<file path="src/core/ext_irq_pkg.sv">
// constants, types and register map of the external interrupt edge detector
// assumes an AHB-Lite slave port on hclk, word-aligned 32-bit registers
// Function
// RULE1 - fall/rise bit pair selects none/rise/fall/both
// RULE2 - group0 bit2 nmi, bits3-6 pins0-3
// RULE3 - all selects reset to zero, nmi inactive
// RULE4 - group3 bit1 pair controls pin7
// RULE5 - group8 bit0 pair controls pin8
// RULE6 - group9 upper bits5-7 control pins4-6
// RULE7 - select registers byte and bit accessible
// RULE8 - clear selects before switching pin to port
// RULE9 - unused pins keep selects at zero
// RULE10 - shared receive pins: disable edge or receiver
// RULE11 - pin3 filter select: analog or digital
// RULE12 - three-bit code picks sampling clock
// RULE13 - three agreeing samples pass a level
// RULE14 - aligned short glitch may still pass
// RULE15 - clock change needs three ticks reinit
// RULE16 - software waits three ticks, clears flag
// RULE17 - stopped sampling clock blocks pin3 wake
// RULE18 - nmi detection independent of system clock filter
// RULE19 - two-stage synchroniser before edge compare
// RULE20 - one-cycle request per detected edge
package ext_irq_pkg;
	localparam logic [7:0] OFS_FALL_0       = 8'h00;
	localparam logic [7:0] OFS_RISE_0       = 8'h04;
	localparam logic [7:0] OFS_FALL_3       = 8'h08;
	localparam logic [7:0] OFS_RISE_3       = 8'h0C;
	localparam logic [7:0] OFS_FALL_8       = 8'h10;
	localparam logic [7:0] OFS_RISE_8       = 8'h14;
	localparam logic [7:0] OFS_FALL_9_UPPER = 8'h18;
	localparam logic [7:0] OFS_RISE_9_UPPER = 8'h1C;
	localparam logic [7:0] OFS_FILTER_CTRL  = 8'h20;
	localparam logic [7:0] OFS_STATUS       = 8'h24;

	localparam logic [7:0] RST_SELECT      = 8'h00;
	localparam logic [7:0] RST_FILTER_CTRL = 8'h00;

	// implemented bits; the rest read as zero
	localparam logic [7:0] MASK_GROUP0  = 8'h7C;
	localparam logic [7:0] MASK_GROUP3  = 8'h02;
	localparam logic [7:0] MASK_GROUP8  = 8'h01;
	localparam logic [7:0] MASK_GROUP9  = 8'hE0;
	localparam logic [7:0] MASK_FILTER  = 8'h87;

	localparam int NMI_BIT         = 2;
	localparam int GROUP0_FIRST    = 3;
	localparam int PIN7_BIT        = 1;
	localparam int PIN8_BIT        = 0;
	localparam int GROUP9_FIRST    = 5;
	localparam int FILTER_EN_BIT   = 7;
	localparam int STATUS_READY    = 10;

	localparam logic [2:0] SEL_DIV64   = 3'h0;
	localparam logic [2:0] SEL_DIV128  = 3'h1;
	localparam logic [2:0] SEL_DIV256  = 3'h2;
	localparam logic [2:0] SEL_DIV512  = 3'h3;
	localparam logic [2:0] SEL_DIV1024 = 3'h4;
	localparam logic [2:0] SEL_SUB     = 3'h5;

	localparam int         PRESCALE_BITS     = 10;
	localparam logic [1:0] FILTER_INIT_TICKS = 2'h3;

	typedef enum logic {BUS_IDLE, BUS_READ_WAIT} bus_state_t;
endpackage : ext_irq_pkg

</file>
<file path="src/core/ext_irq_edge_detect_filter.sv">
// edge detector for the nmi pin and nine external request pins, with digital filter on pin 3
// assumes a single AHB-Lite master, pins asynchronous to hclk, analog filters outside
//
// The AHB-Lite slave port and the register offsets were chosen for this implementation.
`timescale 1ns/100ps
module ext_irq_edge_detect_filter
	import ext_irq_pkg::*;
(
	input  wire logic        hclk,
	input  wire logic        hresetn,
	input  wire logic        hsel,
	input  wire logic [31:0] haddr,
	input  wire logic [1:0]  htrans,
	input  wire logic        hwrite,
	input  wire logic [2:0]  hsize,
	input  wire logic [31:0] hwdata,
	input  wire logic        hready,
	output logic             hreadyout,
	output logic             hresp,
	output logic      [31:0] hrdata,
	input  wire logic        nmi_pin,
	input  wire logic        ext_request_pin_0,
	input  wire logic        ext_request_pin_1,
	input  wire logic        ext_request_pin_2,
	input  wire logic        ext_request_pin_3,
	input  wire logic        ext_request_pin_4,
	input  wire logic        ext_request_pin_5,
	input  wire logic        ext_request_pin_6,
	input  wire logic        ext_request_pin_7,
	input  wire logic        ext_request_pin_8,
	input  wire logic        sub_clock_pin,
	input  wire logic        standby_mode,
	output logic             nmi_request,
	output logic             ext_request_0,
	output logic             ext_request_1,
	output logic             ext_request_2,
	output logic             ext_request_3,
	output logic             ext_request_4,
	output logic             ext_request_5,
	output logic             ext_request_6,
	output logic             ext_request_7,
	output logic             ext_request_8,
	output logic             wake_request
);
	logic [7:0]               edge_fall_select_0;
	logic [7:0]               edge_rise_select_0;
	logic [7:0]               edge_fall_select_3;
	logic [7:0]               edge_rise_select_3;
	logic [7:0]               edge_fall_select_8;
	logic [7:0]               edge_rise_select_8;
	logic [7:0]               edge_fall_select_9_upper;
	logic [7:0]               edge_rise_select_9_upper;
	logic [7:0]               noise_filter_control;
	bus_state_t               bus_state;
	logic                     wr_pending;
	logic [7:0]               wr_addr;
	logic [7:0]               rd_addr;
	logic [9:0]               pin_raw;
	logic [9:0]               sync1;
	logic [9:0]               sync2;
	logic                     sub_sync1;
	logic                     sub_sync2;
	logic                     sub_prev;
	logic [PRESCALE_BITS-1:0] prescale;
	logic [2:0]               sel_prev;
	logic [1:0]               init_count;
	logic [2:0]               samples;
	logic [2:0]               next_samples;
	logic                     filt_level;
	logic                     tick;
	logic                     digital_filter_select;
	logic [2:0]               sample_sel;
	logic                     pin3_can_wake;
	logic [9:0]               level;
	logic [9:0]               prev_level;
	logic [9:0]               fall_sel;
	logic [9:0]               rise_sel;
	logic [9:0]               hit;
	logic [9:0]               req;
	logic [31:0]              read_value;
	logic                     accept;

	function automatic logic edge_hit(input logic lvl, input logic prv,
			input logic f, input logic r);
		return (f & prv & ~lvl) | (r & ~prv & lvl);
	endfunction : edge_hit

	function automatic logic sample_tick(input logic [2:0] sel,
			input logic [PRESCALE_BITS-1:0] cnt, input logic sub_edge);
		case (sel)
			SEL_DIV64:   return &cnt[5:0];
			SEL_DIV128:  return &cnt[6:0];
			SEL_DIV256:  return &cnt[7:0];
			SEL_DIV512:  return &cnt[8:0];
			SEL_DIV1024: return &cnt[9:0];
			SEL_SUB:     return sub_edge;
			default:     return 1'b0;
		endcase
	endfunction : sample_tick

	// ---- bus slave ----
	assign accept    = hsel & hready & htrans[1];
	assign hreadyout = (bus_state != BUS_READ_WAIT);
	assign hresp     = 1'b0;

	always_ff @(posedge hclk or negedge hresetn) begin
		if (!hresetn) begin
			bus_state  <= BUS_IDLE;
			wr_pending <= 1'b0;
			wr_addr    <= 8'h00;
			rd_addr    <= 8'h00;
		end else begin
			wr_pending <= accept & hwrite;
			if (accept) begin
				wr_addr <= haddr[7:0];
				rd_addr <= haddr[7:0];
			end
			case (bus_state)
				BUS_IDLE: begin
					if (accept && !hwrite)
						bus_state <= BUS_READ_WAIT;
				end
				BUS_READ_WAIT: bus_state <= BUS_IDLE;
				default:       bus_state <= BUS_IDLE;
			endcase
		end
	end

	// one wait state on reads so a preceding write is always visible
	always_ff @(posedge hclk or negedge hresetn) begin
		if (!hresetn)
			hrdata <= 32'h0000_0000;
		else if (bus_state == BUS_READ_WAIT)
			hrdata <= read_value;
	end

	always_comb begin
		read_value = 32'h0000_0000;
		case (rd_addr)
			OFS_FALL_0:       read_value[7:0] = edge_fall_select_0;
			OFS_RISE_0:       read_value[7:0] = edge_rise_select_0;
			OFS_FALL_3:       read_value[7:0] = edge_fall_select_3;
			OFS_RISE_3:       read_value[7:0] = edge_rise_select_3;
			OFS_FALL_8:       read_value[7:0] = edge_fall_select_8;
			OFS_RISE_8:       read_value[7:0] = edge_rise_select_8;
			OFS_FALL_9_UPPER: read_value[7:0] = edge_fall_select_9_upper;
			OFS_RISE_9_UPPER: read_value[7:0] = edge_rise_select_9_upper;
			OFS_FILTER_CTRL:  read_value[7:0] = noise_filter_control;
			OFS_STATUS: begin
				read_value[9:0]          = level;
				read_value[STATUS_READY] = (init_count == FILTER_INIT_TICKS);
			end
			default:          read_value = 32'h0000_0000;
		endcase
	end

	// byte lane 0 carries every writable register, so byte, half and word writes all land
	always_ff @(posedge hclk or negedge hresetn) begin
		if (!hresetn) begin
			edge_fall_select_0       <= RST_SELECT; // see RULE3
			edge_rise_select_0       <= RST_SELECT;
			edge_fall_select_3       <= RST_SELECT;
			edge_rise_select_3       <= RST_SELECT;
			edge_fall_select_8       <= RST_SELECT;
			edge_rise_select_8       <= RST_SELECT;
			edge_fall_select_9_upper <= RST_SELECT;
			edge_rise_select_9_upper <= RST_SELECT;
			noise_filter_control     <= RST_FILTER_CTRL;
		end else if (wr_pending && wr_addr[1:0] == 2'b00) begin // see RULE7
			case (wr_addr)
				OFS_FALL_0:       edge_fall_select_0       <= hwdata[7:0] & MASK_GROUP0;
				OFS_RISE_0:       edge_rise_select_0       <= hwdata[7:0] & MASK_GROUP0;
				OFS_FALL_3:       edge_fall_select_3       <= hwdata[7:0] & MASK_GROUP3;
				OFS_RISE_3:       edge_rise_select_3       <= hwdata[7:0] & MASK_GROUP3;
				OFS_FALL_8:       edge_fall_select_8       <= hwdata[7:0] & MASK_GROUP8;
				OFS_RISE_8:       edge_rise_select_8       <= hwdata[7:0] & MASK_GROUP8;
				OFS_FALL_9_UPPER: edge_fall_select_9_upper <= hwdata[7:0] & MASK_GROUP9;
				OFS_RISE_9_UPPER: edge_rise_select_9_upper <= hwdata[7:0] & MASK_GROUP9;
				OFS_FILTER_CTRL:  noise_filter_control     <= hwdata[7:0] & MASK_FILTER;
				default: ;
			endcase
		end
	end

	// ---- pin synchronisers, index 0 nmi, index n+1 request pin n ----
	assign pin_raw = {ext_request_pin_8, ext_request_pin_7, ext_request_pin_6,
		ext_request_pin_5, ext_request_pin_4, ext_request_pin_3, ext_request_pin_2,
		ext_request_pin_1, ext_request_pin_0, nmi_pin};

	always_ff @(posedge hclk or negedge hresetn) begin
		if (!hresetn) begin
			sync1     <= 10'h000;
			sync2     <= 10'h000;
			sub_sync1 <= 1'b0;
			sub_sync2 <= 1'b0;
			sub_prev  <= 1'b0;
		end else begin
			sync1     <= pin_raw; // see RULE19
			sync2     <= sync1;
			sub_sync1 <= sub_clock_pin;
			sub_sync2 <= sub_sync1;
			sub_prev  <= sub_sync2;
		end
	end

	// ---- digital filter on pin 3 ----
	assign digital_filter_select = noise_filter_control[FILTER_EN_BIT];
	assign sample_sel            = noise_filter_control[2:0];
	assign tick = sample_tick(sample_sel, prescale, sub_sync2 & ~sub_prev); // see RULE12
	assign next_samples          = {samples[1:0], sync2[4]};

	always_ff @(posedge hclk or negedge hresetn) begin
		if (!hresetn)
			prescale <= '0;
		else
			prescale <= prescale + 1'b1;
	end

	always_ff @(posedge hclk or negedge hresetn) begin
		if (!hresetn) begin
			sel_prev   <= RST_FILTER_CTRL[2:0];
			init_count <= 2'h0;
			samples    <= 3'h0;
			filt_level <= 1'b0;
		end else begin
			sel_prev <= sample_sel;
			if (sample_sel != sel_prev)
				init_count <= 2'h0; // see RULE15
			else if (tick && init_count != FILTER_INIT_TICKS)
				init_count <= init_count + 2'h1;
			if (tick)
				samples <= next_samples;
			// short glitches that line up with three ticks still pass, see RULE14
			if (tick && init_count == FILTER_INIT_TICKS
					&& (&next_samples || ~|next_samples))
				filt_level <= next_samples[0]; // see RULE13
		end
	end

	// ---- edge detection ----
	always_comb begin
		level    = sync2;
		level[4] = digital_filter_select ? filt_level : sync2[4]; // see RULE11
	end

	always_comb begin
		fall_sel    = 10'h000;
		rise_sel    = 10'h000;
		fall_sel[0] = edge_fall_select_0[NMI_BIT]; // see RULE2
		rise_sel[0] = edge_rise_select_0[NMI_BIT];
		for (int i = 0; i < 4; i++) begin
			fall_sel[i+1] = edge_fall_select_0[GROUP0_FIRST+i];
			rise_sel[i+1] = edge_rise_select_0[GROUP0_FIRST+i];
		end
		for (int i = 0; i < 3; i++) begin
			fall_sel[i+5] = edge_fall_select_9_upper[GROUP9_FIRST+i]; // see RULE6
			rise_sel[i+5] = edge_rise_select_9_upper[GROUP9_FIRST+i];
		end
		fall_sel[8] = edge_fall_select_3[PIN7_BIT]; // see RULE4
		rise_sel[8] = edge_rise_select_3[PIN7_BIT];
		fall_sel[9] = edge_fall_select_8[PIN8_BIT]; // see RULE5
		rise_sel[9] = edge_rise_select_8[PIN8_BIT];
	end

	always_comb begin
		for (int i = 0; i < 10; i++)
			// clearing both selects stops detection at once, see RULE8
			hit[i] = edge_hit(level[i], prev_level[i], fall_sel[i], rise_sel[i]); // see RULE1
	end

	// pin 3 can wake with its digital filter off, or when its filter clock keeps running in standby
	assign pin3_can_wake = !digital_filter_select || sample_sel == SEL_SUB; // see RULE17

	always_ff @(posedge hclk or negedge hresetn) begin
		if (!hresetn) begin
			prev_level   <= 10'h000;
			req          <= 10'h000;
			wake_request <= 1'b0;
		end else begin
			prev_level   <= level;
			req          <= hit; // see RULE20
			// nmi bypasses every clocked filter, see RULE18
			wake_request <= standby_mode
				&& ((hit & 10'h3EF) != 10'h000 || (hit[4] && pin3_can_wake));
		end
	end

	assign nmi_request   = req[0];
	assign ext_request_0 = req[1];
	assign ext_request_1 = req[2];
	assign ext_request_2 = req[3];
	assign ext_request_3 = req[4];
	assign ext_request_4 = req[5];
	assign ext_request_5 = req[6];
	assign ext_request_6 = req[7];
	assign ext_request_7 = req[8];
	assign ext_request_8 = req[9];

	// ---- checks ----
	nmi_disabled_a: assert property (@(posedge hclk) disable iff (!hresetn) // see RULE3
		(!fall_sel[0] && !rise_sel[0]) |=> !nmi_request)
		else $error("nmi request without selected edge");

	rise_only_a: assert property (@(posedge hclk) disable iff (!hresetn) // see RULE1
		(rise_sel[1] && level[1] && !prev_level[1]) |=> ext_request_0)
		else $error("rising edge on pin 0 not reported");

	fall_ignored_a: assert property (@(posedge hclk) disable iff (!hresetn) // see RULE1
		(!fall_sel[1] && !level[1] && prev_level[1]) |=> !ext_request_0)
		else $error("falling edge on pin 0 reported though not selected");

	pin3_map_a: assert property (@(posedge hclk) disable iff (!hresetn) // see RULE2
		(edge_fall_select_0[6] && !level[4] && prev_level[4]) |=> ext_request_3)
		else $error("pin 3 falling edge not reported");

	pin7_map_a: assert property (@(posedge hclk) disable iff (!hresetn) // see RULE4
		(edge_rise_select_3[1] && level[8] && !prev_level[8]) |=> ext_request_7)
		else $error("pin 7 rising edge not reported");

	pin8_map_a: assert property (@(posedge hclk) disable iff (!hresetn) // see RULE5
		(edge_fall_select_8[0] && !level[9] && prev_level[9]) |=> ext_request_8)
		else $error("pin 8 falling edge not reported");

	pin6_map_a: assert property (@(posedge hclk) disable iff (!hresetn) // see RULE6
		(edge_rise_select_9_upper[7] && level[7] && !prev_level[7]) |=> ext_request_6)
		else $error("pin 6 rising edge not reported");

	sync_depth_a: assert property (@(posedge hclk) disable iff (!hresetn) // see RULE19
		##2 sync2[3] == $past(ext_request_pin_2, 2))
		else $error("pin 2 synchroniser depth wrong");

	request_cause_a: assert property (@(posedge hclk) disable iff (!hresetn) // see RULE20
		nmi_request |-> $past(level[0] != prev_level[0]))
		else $error("nmi request without level change");

	filter_agree_a: assert property (@(posedge hclk) disable iff (!hresetn) // see RULE13
		$changed(filt_level) |-> $past(tick) && $past(init_count) == 2'h3
			&& $past(samples[1:0]) == {2{filt_level}})
		else $error("filter output moved without three agreeing samples");

	filter_reinit_a: assert property (@(posedge hclk) disable iff (!hresetn) // see RULE15
		(sample_sel != sel_prev) |=> init_count == 2'h0 ##1 !$changed(filt_level))
		else $error("filter not reinitialised after clock change");

	analog_path_a: assert property (@(posedge hclk) disable iff (!hresetn) // see RULE11
		!digital_filter_select |-> level[4] == sync2[4])
		else $error("pin 3 filtered while analog path selected");

	filter_write_a: assert property (@(posedge hclk) disable iff (!hresetn) // see RULE7
		(wr_pending && wr_addr == OFS_FILTER_CTRL)
			|=> noise_filter_control == ($past(hwdata[7:0]) & MASK_FILTER))
		else $error("filter control write lost");

	pin3_wake_a: assert property (@(posedge hclk) disable iff (!hresetn) // see RULE17
		(standby_mode && !pin3_can_wake && hit == 10'h010) |=> !wake_request)
		else $error("pin 3 woke with stopped sampling clock");
endmodule : ext_irq_edge_detect_filter

</file>
<file path="config.mk">
export PLATFORM = sky130hd
export DESIGN_NAME = ext_irq_edge_detect_filter
export DESIGN_NICKNAME = d
export VERILOG_FILES = /design/src/core/ext_irq_pkg.sv /design/src/core/ext_irq_edge_detect_filter.sv
export SDC_FILE = /design/constraint.sdc
export NUM_CORES = 1
export LEC_CHECK = 0
export ABC_AREA = 1
export BUFFER_PORTS_ARGS = -buffer_cell sky130_fd_sc_hd__buf_2
export CAP_MARGIN = 20
export CORE_ASPECT_RATIO = 0.5
export CORE_MARGIN = 8
export CORE_UTILIZATION = 46
export CTS_BUF_LIST = sky130_fd_sc_hd__clkbuf_16
export CTS_CLUSTER_SIZE = 10
export DETAILED_ROUTE_END_ITERATION = 10
export HOLD_SLACK_MARGIN = 0.1
export PLACE_DENSITY = 0.72
export SYNTH_ARGS = -nofsm -noshare
export SYNTH_HDL_FRONTEND = slang
export SYNTH_SLANG_ARGS = --single-unit
</file>
<file path="constraint.sdc">
create_clock -name hclk -period 1.8 [get_ports hclk]
set_clock_uncertainty 0.2 [all_clocks]
set_input_delay 0.09 -clock hclk [delete_from_list [all_inputs] [get_ports hclk]]
set_output_delay 0.09 -clock hclk [all_outputs]
set_load 0.01 [all_outputs]
</file>
* After elaboration in Yosys (flattened, before gate mapping)
Cells that the tools add are included.
** Cells by class
- Add/subtract/negate cells :: 2
- Multipliers :: 0
- Divide/modulo/power cells :: 0
- Order comparisons :: 0
- Equal/unequal tests :: 17
- Shifts and indexed selects :: 0
- Multiplexer cells :: 8
- Bitwise logic cells :: 76
- Reductions and logical operators :: 34
** Operator list (count)
- $pmux W8 S10 :: 1
- $and A1 B1 Y1 :: 44
- $eq A8 B5 Y1 const B :: 4
- $not A1 Y1 :: 22
- $reduce_and A2 Y1 :: 9
- $eq A8 B4 Y1 const B :: 2
- $eq A8 B6 Y1 const B :: 2
- $add A10 B1 Y10 const B :: 1
- $or A1 B1 Y1 :: 10
- $reduce_and A10 Y1 :: 1
- $reduce_bool A10 Y1 :: 1
- $reduce_and A9 Y1 :: 1
- $eq A8 B3 Y1 const B :: 1
- $logic_not A8 Y1 :: 1
- $reduce_and A8 Y1 :: 1
- $logic_and A1 B1 Y1 :: 7
- $reduce_and A7 Y1 :: 1
- $eq A3 B2 Y1 const B :: 2
- $eq A3 B3 Y1 const B :: 2
- $pmux W1 S6 :: 1
- $reduce_and A6 Y1 :: 1
- $mux W2 :: 2
- $eq A3 B1 Y1 const B :: 1
- $logic_not A1 Y1 :: 3
- other kinds (13) :: 16
** Word-level totals
- Register bits :: 107
- Bits in latches :: 0
- Memory bits (writable) :: 0
- Bits in read-only memories :: 0
- Input port bits :: 86
- Output and inout bits :: 45
- Logic and storage cells :: 163
- Memories kept :: 0

* Depth between registers and ports, before layout
Gate-level depths: netlist (run 1).
- Depth in word-level cells :: 7
- Gate-level depth with buffers :: 13
- Depth with buffers taken out :: 13

* Least setup slack after synthesis (run 1)
No wires, ideal clock.
- Path kind :: register -> register
- From :: register prescale[0]
- To :: register init_count[0]
- Library setup time :: 0.066 ns
- Arrival :: 1.570 ns
- Data required time :: 1.534 ns
- Slack :: -0.036 ns
- Stages on the path, launching flop included :: 14
- Buffers on the path :: 0
- Period minus slack after synthesis :: 1.836 ns
- Cell sequence :: dfrtp_1 ha_1 nand2_1 nor2_1 nand2_1 inv_1 ha_1 o21ai_0 nor2_1 nand2_1 nand3_2 nand2_1 nand3_1 nand2_1
** Between the ends
- Word-level cells in the longest chain between the ends :: 4
- Elaborated cells between the ends (all ways) :: 8
- Classes of those cells :: mux: 1; reduce/logical: 7
** RTL lines
- from (decl) :: RTL line ext_irq_edge_detect_filter.sv:64 : logic [PRESCALE_BITS-1:0] prescale;
- from (signal assigned) :: RTL line ext_irq_edge_detect_filter.sv:216 : prescale <= prescale + 1'b1;
- $reduce_and A10 Y1 (tied with other cells) :: RTL line ext_irq_edge_detect_filter.sv:95 : SEL_DIV1024: return &cnt[9:0];
- $pmux W1 S6 * :: RTL line ext_irq_edge_detect_filter.sv:90 : case (sel)
- $logic_and A1 B1 Y1 * :: RTL line ext_irq_edge_detect_filter.sv:229 : else if (tick && init_count != FILTER_INIT_TICKS)
- $reduce_bool A2 Y1 (no source line) *
- to (signal assigned) :: RTL line ext_irq_edge_detect_filter.sv:230 : init_count <= init_count + 2'h1;
- to (decl) :: RTL line ext_irq_edge_detect_filter.sv:66 : logic [1:0] init_count;
Every way passes the cells marked *; elsewhere a longest branch is shown, timed or not.
A chain may end at the register's enable or synchronous reset.

* Worst setup path in the final report (run 1)
- From :: register prescale[0]
- To :: register init_count[1]
The elaborated chain is that of the path after synthesis.

==> impl_results.md, run 1 <==
* Final Max Slew Viols at 0
* Fin cells at 706
* DRT iter0 DRCs at 218
* R2R Setup Slk at -0.07 ns
* Grt ovf at 0
* #FFs+latches synth at 107
* CP Launch Point: prescale[0]
* Gr usage total at 15.3%
* Port bufs at 56
* Max cap viols at 0
* Drt drc at 0
* Clock sink count at 107
* Fillers at 783
* Least-Margin Pin Slew at 0.569 ns
* HP Start: sync1[1]
* WHS at 0.149 ns
* EDFF count, synth at 0
* DP Cell Count at 650
* Synth Cell Area at 4440 sq um
* Placed Area at 4920 sq um
* Period utilization at 104%
* # setup viols final at 5
* Ys flop type: dfrtp_1
* Initial antenna violation count at 0
* Startpoint types: flop
* Pin count of the biggest net entering global routing at 49
* Violated checks: negative setup slack
* Top Ports at 131
* Synth top area cells: dfrtp_1 (60%), nand2_1 (9.3%), buf_4 (3.9%), nand3_1 (3.4%), inv_1 (3.2%)
* Post-layout min period at 1.87 ns
* Crit path capture type: flop
* Routed wire length at 9610 um
* Synth top area share at 60.3%
* Die X at 155 um
* Final setup margin at -0.0701 ns
* Layout Area Growth over Synthesis at 27.7%
* FMAX at 0.535 GHz
* ANT cells at 0
* Yosys Warn Count at 0
* WL/cell at 13.6 um
* Core area at 9420 sq um
* DIE HEIGHT at 85.5 um
* CTS Buf Count at 9
* TritonRoute pass-1 iters at 4
* Starting Density at 47.1%
* First-pass GRT wire length at 15900 um
* RSZ-0062 raised after global routing: yes
* Pleak at 2.90 nW
* Tot Pwr at 0.00488 W
* Post-Route Utilization at 60.2%
* Critical setup path kind: reg -> reg
* Slew headroom at 61.8%
* Gpl congestion at 0.789
* Die ar. at 13200 sq um
* DP HPWL at 6860 um
* H-tree depth at 3
* Status: complete, but fails checks
* Post-route ant nets at 0
* Worst Path Arrival at 1.96 ns
* Number of placement rows at 25
* CTS Buffer Depth at 2
* Syn Inst Count at 449
* Critical Path Fanout Max at 8
* Vias in the first global route at 3264
* Via count at 3298
* Clock-pin transition on the worst setup and hold timing paths at 0.07 ns
* Pwr per Cell Area at 860 nW/um^2
* Area leader, netlist: dfrtp_1
* CTS tree: built
* Sequential-to-total area share from yosys stat at 60.3%
* Async S/R FF share, synth at 100%
* Worst skew pair latency at 0.35 ns
* Max VDD drop at 0.456 mV
* Hold Crit Class: reg -> reg
* Vias/cell at 4.67
* Synth cell types at 35
* Mean area per synthesized cell at 9.89 sq um
* Finished layout cell area at 5670 sq um
* Final nets at 655
* Worst r2r src: prescale[0]
* Root buffer cell: clkbuf_16
* Layout cells sized above 1 at 22.6%
* Final Hold Vio Count at 0
* CP required at 1.89 ns
logic make-up (layout without fill, tap and decap cells):
logic type / count (synthesis) / after routing / synth area share (%)
AO/OA/AOI/OAI: 57 / 57 / 7.07
XOR/XNOR: 9 / 9 / 1.78
adder cells (fa/ha/maj): 3 / 3 / 0.846
buffers and inverters: 68 / 169 / 7.72
flip-flops: 107 / 107 / 60.3
multiplexers: 2 / 2 / 0.507
other: 1 / 22 / 0.0845
AND/OR/NAND/NOR: 202 / 202 / 21.7
registers in the layout (all words and copies together), names as in the netlist, 2 cells and up:
signal / flops
prev_level: 10
edge_rise_select_0: 5
edge_fall_select_0: 5
prescale: 10
req: 10
hrdata: 11
sync2: 10
init_count: 2
sel_prev: 3
sync1: 10
edge_fall_select_9_upper: 3
noise_filter_control: 4
samples: 2
edge_rise_select_9_upper: 3
rd_addr: 8
layout make-up:
class	instances	area, sq um	area share, %
clock inverter	7	68.8	1.21
tap	135	169	2.98
timing repair buffer	111	816	14.4
multi-input combinational	295	1560	27.4
inverter	42	158	2.78
clock buffer	9	225	3.97
sequential	107	2680	47.2
cell usage in the layout (no fill, tap or decap), types with 9 or more instances in the layout:
cell and count:
dlygate4sd3_1 36, a21oi_1 11, nand3_1 28, buf_2 55, inv_1 37, buf_4 17, nor2_1 26, clkbuf_16 9
dfrtp_1 107, conb_1 22, o21ai_0 11, xor2_1 9, o21ai_1 24, nand2_1 107
final timing paths:
| path | endpoint | cells past startpoint |
|---|---|---|
| worst max-delay path | init_count[1] | 13 |
| worst min-delay path | sync2[1] | 0 |
| worst max register to register | init_count[1] | 13 |
| worst min register to register | sync2[1] | 0 |
| max in group asynchronous | sync2[2] | 4 |
| min in group asynchronous | prescale[0] | 3 |
metrics by stage:
stage / setup slack, ns / setup TNS (ns)
after floorplan: 0.0151 / 0
after global placement: -0.0933 / -0.414
after CTS: -0.0708 / -0.318
after detailed placement: -0.123 / -0.562
final: -0.0701 / -0.324
after global routing: -0.191 / -0.921
worst max-delay path: stages (launching register included):
cell and delay [ns]:
dfrtp_1 0.39, ha_2 0.19, nand2_1 0.06, nor2_1 0.04, nand2_1 0.10, inv_2 0.07, ha_4 0.15, o21ai_2 0.10
nor2_1 0.05, nand2_1 0.10, nand3_4 0.14, nand2_4 0.10, nand3_2 0.05, nand2_1 0.07
repair_timing:
action	4_1_cts	5_1_grt
hold buffers	37	0
buffers inserted	3	0
resized for setup	4	13
pin swaps	5	3
setup endpoints to repair	5	11
endpoints found under the hold margin	153	0
gates cloned	0	0
per-layer routing:
| layer | share of wire, % | vias up | track usage, % |
|---|---|---|---|
| li1 | - | 1643 | - |
| met5 | 0 | - | 0 |
| met3 | 5.9 | 8 | 5.27 |
| met4 | 1.1 | 0 | 3.97 |
| met2 | 45 | 80 | 23.4 |
| met1 | 48 | 1567 | 20.3 |
synthesized netlist by cell type, types with 2 or more instances:
library cell / number
a21o_1: 2
a21oi_1: 11
a31oi_1: 2
buf_4: 23
clkbuf_1: 2
dfrtp_1: 107
ha_1: 3
inv_1: 38
inv_2: 4
mux2_2: 2
nand2_1: 110
nand2_2: 6
nand2_4: 3
nand3_1: 30
nand3_2: 2
nand3b_1: 4
nand4_1: 5
nor2_1: 26
nor2_2: 3
nor2_4: 4
nor3_1: 3
nor3_2: 2
o21ai_0: 14
o21ai_1: 22
o31ai_1: 3
xor2_1: 9
power breakdown:
group	switching [W]	total, W	internal (W)
combinational	0.000242	0.000404	0.000162
clock	0.000853	0.00193	0.00107
sequential	0.0000534	0.00255	0.00249
Note: power is estimated with default switching activity, not from simulation.
==> run 2: changes to the inputs <==
CORE_UTILIZATION = 24   (was 46)
PLACE_DENSITY = 0.42   (was 0.72)
REMOVE_ABC_BUFFERS = 1   (was not set)
==> run 2 against run 1 <==
The flow still finishes with violations (negative setup slack). First-iteration DRC count down 39%. Routed wire length grew 19%. Sequential power barely moved. Die area increased by 76%. Design area is 5.3% higher. Flip-flop and latch count is the same.
==> impl_results.md, run 2 (synthesis results as in run 1) <==
* # setup viols final at 5
* Fillers at 1924
* Critical Path Fanout Max at 8
* Crit-path leading delay family: simple AND/OR/NAND/NOR gates
* DRT iter0 DRCs at 132
* Hold Crit Class: in -> async
* Layout Area Growth over Synthesis at 34.4%
* Vias/cell at 4.03
* Violated checks: negative setup slack
* Cell Chain, Critical Path: ha_2 -> nand2_1 -> nor2_1 -> nand2_1 -> inv_2 -> ha_4 -> o21ai_2 -> nor2_1 -> nand2_1 -> nand3_4 -> nand2_2 -> nand2_1 -> o21ai_1
* Slowest-stage cell, CP: dfrtp_1
* TritonRoute pass-1 iters at 4
* Crit path capture type: flop
* FMAX at 0.524 GHz
* Finished layout cell area at 5970 sq um
* CTS tree: built
* Status: complete, but fails checks
* Largest reg by FF count: hrdata
* Most common cell after layout, fill and taps aside: dfrtp_1
* Pin count of the biggest net entering global routing at 59
* Layout cells sized above 1 at 24.3%
* Gr usage total at 9.81%
* Least-Margin Pin Slew at 0.578 ns
* Final setup margin at -0.108 ns
* R2R Setup Slk at -0.11 ns
* Startpoint types: flop
* Clock-pin transition on the worst setup and hold timing paths at 0.07 ns
* DIE HEIGHT at 112 um
* Top Ports at 131
* Period utilization at 106%
* WL/cell at 13.8 um
* CTS Buffer Depth at 2
* CP bufs+invs at 1
* Slew headroom at 61.3%
* Routed wire length at 11400 um
* Max reg flops at 11
* Most frequent cells in the layout: dfrtp_1 (107), nand2_1 (106), buf_2 (56)
* Worst r2r src: prescale[0]
* Tot Pwr at 0.00503 W
* ANT cells at 0
* Pleak at 2.99 nW
* Grt ovf at 0
* Max cap viols at 0
* Vias in the first global route at 3536
* Via count at 3338
* Pwr per Cell Area at 842 nW/um^2
* Clock sink count at 107
* Worst path max stage delay at 0.36 ns
* Final nets at 672
* Die ar. at 23400 sq um
* RSZ-0062 raised after global routing: yes
* Initial antenna violation count at 0
* Die X at 208 um
* Placed Area at 5110 sq um
* Most common cell on crit path: nand2_1
* Drt drc at 0
* CTS Buf Count at 9
* Final Max Slew Viols at 0
* First-pass GRT wire length at 18500 um
* Critical setup path kind: reg -> reg
* Core area at 18300 sq um
* Worst Path Arrival at 1.94 ns
* DP HPWL at 8150 um
* Post-route ant nets at 0
* Max VDD drop at 0.429 mV
* Number of placement rows at 35
* Starting Density at 24.3%
* Worst r2r path cells at 13
* H-tree depth at 3
* Worst skew pair latency at 0.35 ns
* Gpl congestion at 0.739
* RR Endpoint: filt_level
* Root buffer cell: clkbuf_16
* Post-layout min period at 1.91 ns
* Port bufs at 56
* Final Hold Vio Count at 0
* CP required at 1.83 ns
[run 2: power breakdown]
group / switching [W] / internal, W / total, W
Sequential: 0.0000565 / 0.00249 / 0.00255
Clock: 0.000921 / 0.00109 / 0.00201
Combinational: 0.000264 / 0.000204 / 0.000468
[run 2: worst max path at each step]
| stage | start | to | depth (start not counted) |
|---|---|---|---|
| after CTS | prescale[1] | filt_level | 13 |
| after global placement | prescale[0] | init_count[0] | 13 |
| final | prescale[0] | filt_level | 13 |
| after detailed placement | prescale[0] | filt_level | 12 |
| after floorplan | prescale[0] | init_count[0] | 13 |
| after global routing | prescale[1] | init_count[1] | 13 |
[run 2: through the flow]
stage | setup TNS [ns] | instances | hold WS [ns] | util [%] | worst slack (ns)
after CTS | -0.169 | 823 | 0.129 | 32.1 | -0.0474
after global routing | -1.13 | 828 | 0.144 | 32.7 | -0.241
after global placement | -0.499 | 762 | -0.230 | 28.0 | -0.107
after floorplan | -0.154 | 444 | -0.406 | - | -0.0364
final | -0.436 | 828 | 0.112 | 32.7 | -0.108
after detailed placement | -0.683 | 762 | -0.229 | 28.0 | -0.147
[run 2: metal layers]
metal | vias up | global-route usage [%] | share of wire (%)
met4 | 0 | 2.40 | 0.94
met5 | - | 0 | 0
met1 | 1618 | 12.7 | 47
li1 | 1666 | - | -
met3 | 10 | 2.53 | 3.9
met2 | 44 | 16.2 | 49
[run 2: tightest hold or removal path, cell delays in order]
cell and delay, ns:
dlygate4sd3_1 0.52, buf_4 0.14, buf_12 0.29
[run 2: cell type report]
type | count | area (sq um) | share of cell area (%)
Tap cell | 240 | 300 | 5.03
Inverter | 42 | 158 | 2.64
Multi-Input combinational cell | 295 | 1570 | 26.4
Sequential cell | 107 | 2680 | 44.9
Clock buffer | 9 | 225 | 3.77
Clock inverter | 7 | 76.3 | 1.28
Timing Repair Buffer | 128 | 957 | 16.0
[run 2: repair_timing]
| item | 4_1_cts | 5_1_grt |
|---|---|---|
| hold buffers | 43 | 0 |
| setup buffers | 2 | 4 |
| gates resized for setup | 7 | 14 |
| cloned | 0 | 1 |
| setup endpoints to repair | 5 | 24 |
| pin swaps | 6 | 11 |
| hold endpoints to repair | 153 | 0 |
==> run 3: changes to the inputs <==
ABC_AREA = not set   (was 1)
CORE_MARGIN = 4   (was 8)
==> run 3 against run 2 <==
The run still ends with negative setup slack left. Utilization up 3.8 points. Design area up 8.1%. Non-clock buffer count up 44. Fmax down 6.1%. Hold slack worse by 0.0047 ns. Critical endpoint is now samples[1]. Critical path depth down 6. Flip-flop and latch count unchanged. Worst setup slack worse by 0.12 ns. Synthesized area down 0.42%. Register-to-register slack worse by 0.12 ns.
==> impl_results.md, run 3 <==
* Status: complete, but fails checks
* Violated checks: negative setup slack
* Async S/R FF share, synth at 100%
* Largest reg by FF count: hrdata
* Most common cell after layout, fill and taps aside: dfrtp_1
* Gpl congestion at 0.715
* Layout cells sized above 1 at 48.2%
* CP required at 1.83 ns
* Count leader, synth: dfrtp_1
* Routed wire length at 11300 um
* Initial antenna violation count at 0
* Worst skew pair latency at 0.34 ns
* CTS tree: built
* Root buffer cell: clkbuf_16
* Final nets at 600
* Slew headroom at 47.5%
* Max reg flops at 11
* Sequential-to-total area share from yosys stat at 60.6%
* Clock sink count at 107
* Synth top area cells: dfrtp_1 (61%), mux2_2 (9.7%), buf_4 (3.7%), nand2_1 (2.5%), nand3b_1 (1.9%)
* Die ar. at 20800 sq um
* Max VDD drop at 0.478 mV
* Fin cells at 749
* Top Ports at 131
* ANT cells at 0
* Drt drc at 0
* Final Hold Vio Count at 0
* Critical Path Fanout Max at 6
* Placed Area at 5380 sq um
* Post-route ant nets at 0
* Starting Density at 25.0%
* FMAX at 0.492 GHz
* Clock-pin transition on the worst setup and hold timing paths at 0.07 ns
* Port bufs at 56
* Finished layout cell area at 6450 sq um
* Area leader, netlist: dfrtp_1
* Post-Route Utilization at 36.4%
* WL/cell at 15.1 um
* Vias in the first global route at 3320
* H-tree depth at 3
* Tot Pwr at 0.00565 W
* Gr usage total at 11.2%
* Most frequent cells in the layout: dfrtp_1 (100), buf_4 (72), buf_2 (55)
* First-pass GRT wire length at 18200 um
* Die X at 200 um
* Synth top area share at 60.6%
* #FFs+latches synth at 107
* Post-route setup TNS at -1.18 ns
* Post-layout min period at 2.03 ns
* Critical setup path kind: reg -> reg
* DP HPWL at 8170 um
* Pleak at 2.97 nW
* CTS Buf Count at 9
* Startpoint types: flop
* Pin count of the biggest net entering global routing at 52
* Yosys Warn Count at 0
* # setup viols final at 21
* Vias/cell at 4.22
* EDFF count, synth at 0
* Core area at 17700 sq um
* Pwr per Cell Area at 876 nW/um^2
* Layout Area Growth over Synthesis at 45.9%
* Final Max Slew Viols at 0
* Hold Crit Class: in -> reg
* DIE HEIGHT at 104 um
* CTS Buffer Depth at 2
* DRT iter0 DRCs at 149
* Period utilization at 113%
* Max cap viols at 0
* Commonest cells post-synth: dfrtp_1 (107), mux2_2 (38), nand2_1 (30), buf_4 (22)
* Synth cell types at 55
* Synth Cell Area at 4420 sq um
* Grt ovf at 0
* Final setup margin at -0.231 ns
* RSZ-0062 raised after global routing: yes
* TritonRoute pass-1 iters at 4
* Ys flop type: dfrtp_1
* Worst Path Arrival at 2.06 ns
* Fillers at 1742
* DP Cell Count at 681
* Crit path capture type: flop
* Mean area per synthesized cell at 13.2 sq um
* Least-Margin Pin Slew at 0.785 ns
* Syn Inst Count at 335
* Via count at 3163
* Number of placement rows at 34
run 3: cell count changes in the layout (fill, tap and decap cells not counted), sizes merged, moves of 22 or more:
cell and change:
nand3 -22, inv -41, o21ai -27, mux2 +38, nor2 -23, nand2 -89
buf +54
run 3: final timing paths:
| check | start | to | slack, ns | cells after the start |
|---|---|---|---|---|
| max in group asynchronous | hresetn | sync1[1] | 0.19 | 3 |
| hold reg to reg | sync1[6] | sync2[6] | 0.15 | 0 |
| hold / removal | htrans[1] | wr_pending | 0.11 | 3 |
| setup reg to reg | prescale[5] | samples[1] | -0.23 | 7 |
| min in group asynchronous | hresetn | sync2[9] | 0.69 | 4 |
| setup / recovery | prescale[5] | samples[1] | -0.23 | 7 |
run 3: layout make-up:
| class | count | area [sq um] | area share [%] |
|---|---|---|---|
| tap | 234 | 293 | 4.54 |
| sequential | 107 | 2690 | 41.7 |
| timing repair buffer | 172 | 1310 | 20.3 |
| clock buffer | 9 | 225 | 3.49 |
| multi-input combinational | 218 | 1860 | 28.8 |
| clock inverter | 6 | 66.3 | 1.03 |
| inverter | 3 | 11.3 | 0.175 |
run 3: repair_timing:
action | 4_1_cts | 5_1_grt
endpoints found under the setup margin | 24 | 52
endpoints found under the hold margin | 153 | 17
pin swaps | 13 | 27
hold buffers | 33 | 1
buffers inserted | 10 | 10
gates resized for setup | 34 | 41
run 3: logic make-up (layout without fill, tap and decap cells):
family          after synthesis  count (layout)  share of synthesized area [%]
flops                       107             107                           60.6
simple gates                 94              94                           13.2
mux                          48              48                           12.1
compound gates               41              41                           6.54
buf+inv                      31             190                           4.64
xor+xnor                     10              10                           1.98
fa+ha+maj                     3               3                          0.849
other cells                   1              22                         0.0848
run 3: per-layer routing:
metal	part of all wire (%)	routed length [um]	track usage, %
met4	1.3	148	3.05
met1	50	5680	15.8
met3	2.3	266	2.43
met5	0	0	0
met2	46	5230	17.4
run 3: metrics by stage:
stage	hold slack, ns	setup WS, ns
floorplan	-0.406	-0.323
global placement	-0.202	-0.297
detailed placement	-0.200	-0.324
CTS	0.105	-0.199
global route	0.133	-0.289
finish	0.107	-0.231
run 3: where the power goes:
group          leakage, nW  internal (W)  total (W)  switching (W)
combinational         1.51      0.000534   0.000969       0.000436
clock                0.136       0.00107    0.00197       0.000892
sequential            1.32       0.00257    0.00271       0.000145
total                 2.97       0.00418    0.00565        0.00147
run 3: worst max-delay path: stages (launching register included):
cell and delay (ns):
dfrtp_1 0.38, and4_4 0.20, and4_4 0.19, ha_4 0.14, nand3b_1 0.09, a21boi_2 0.07
a211o_4 0.35, mux2_4 0.30
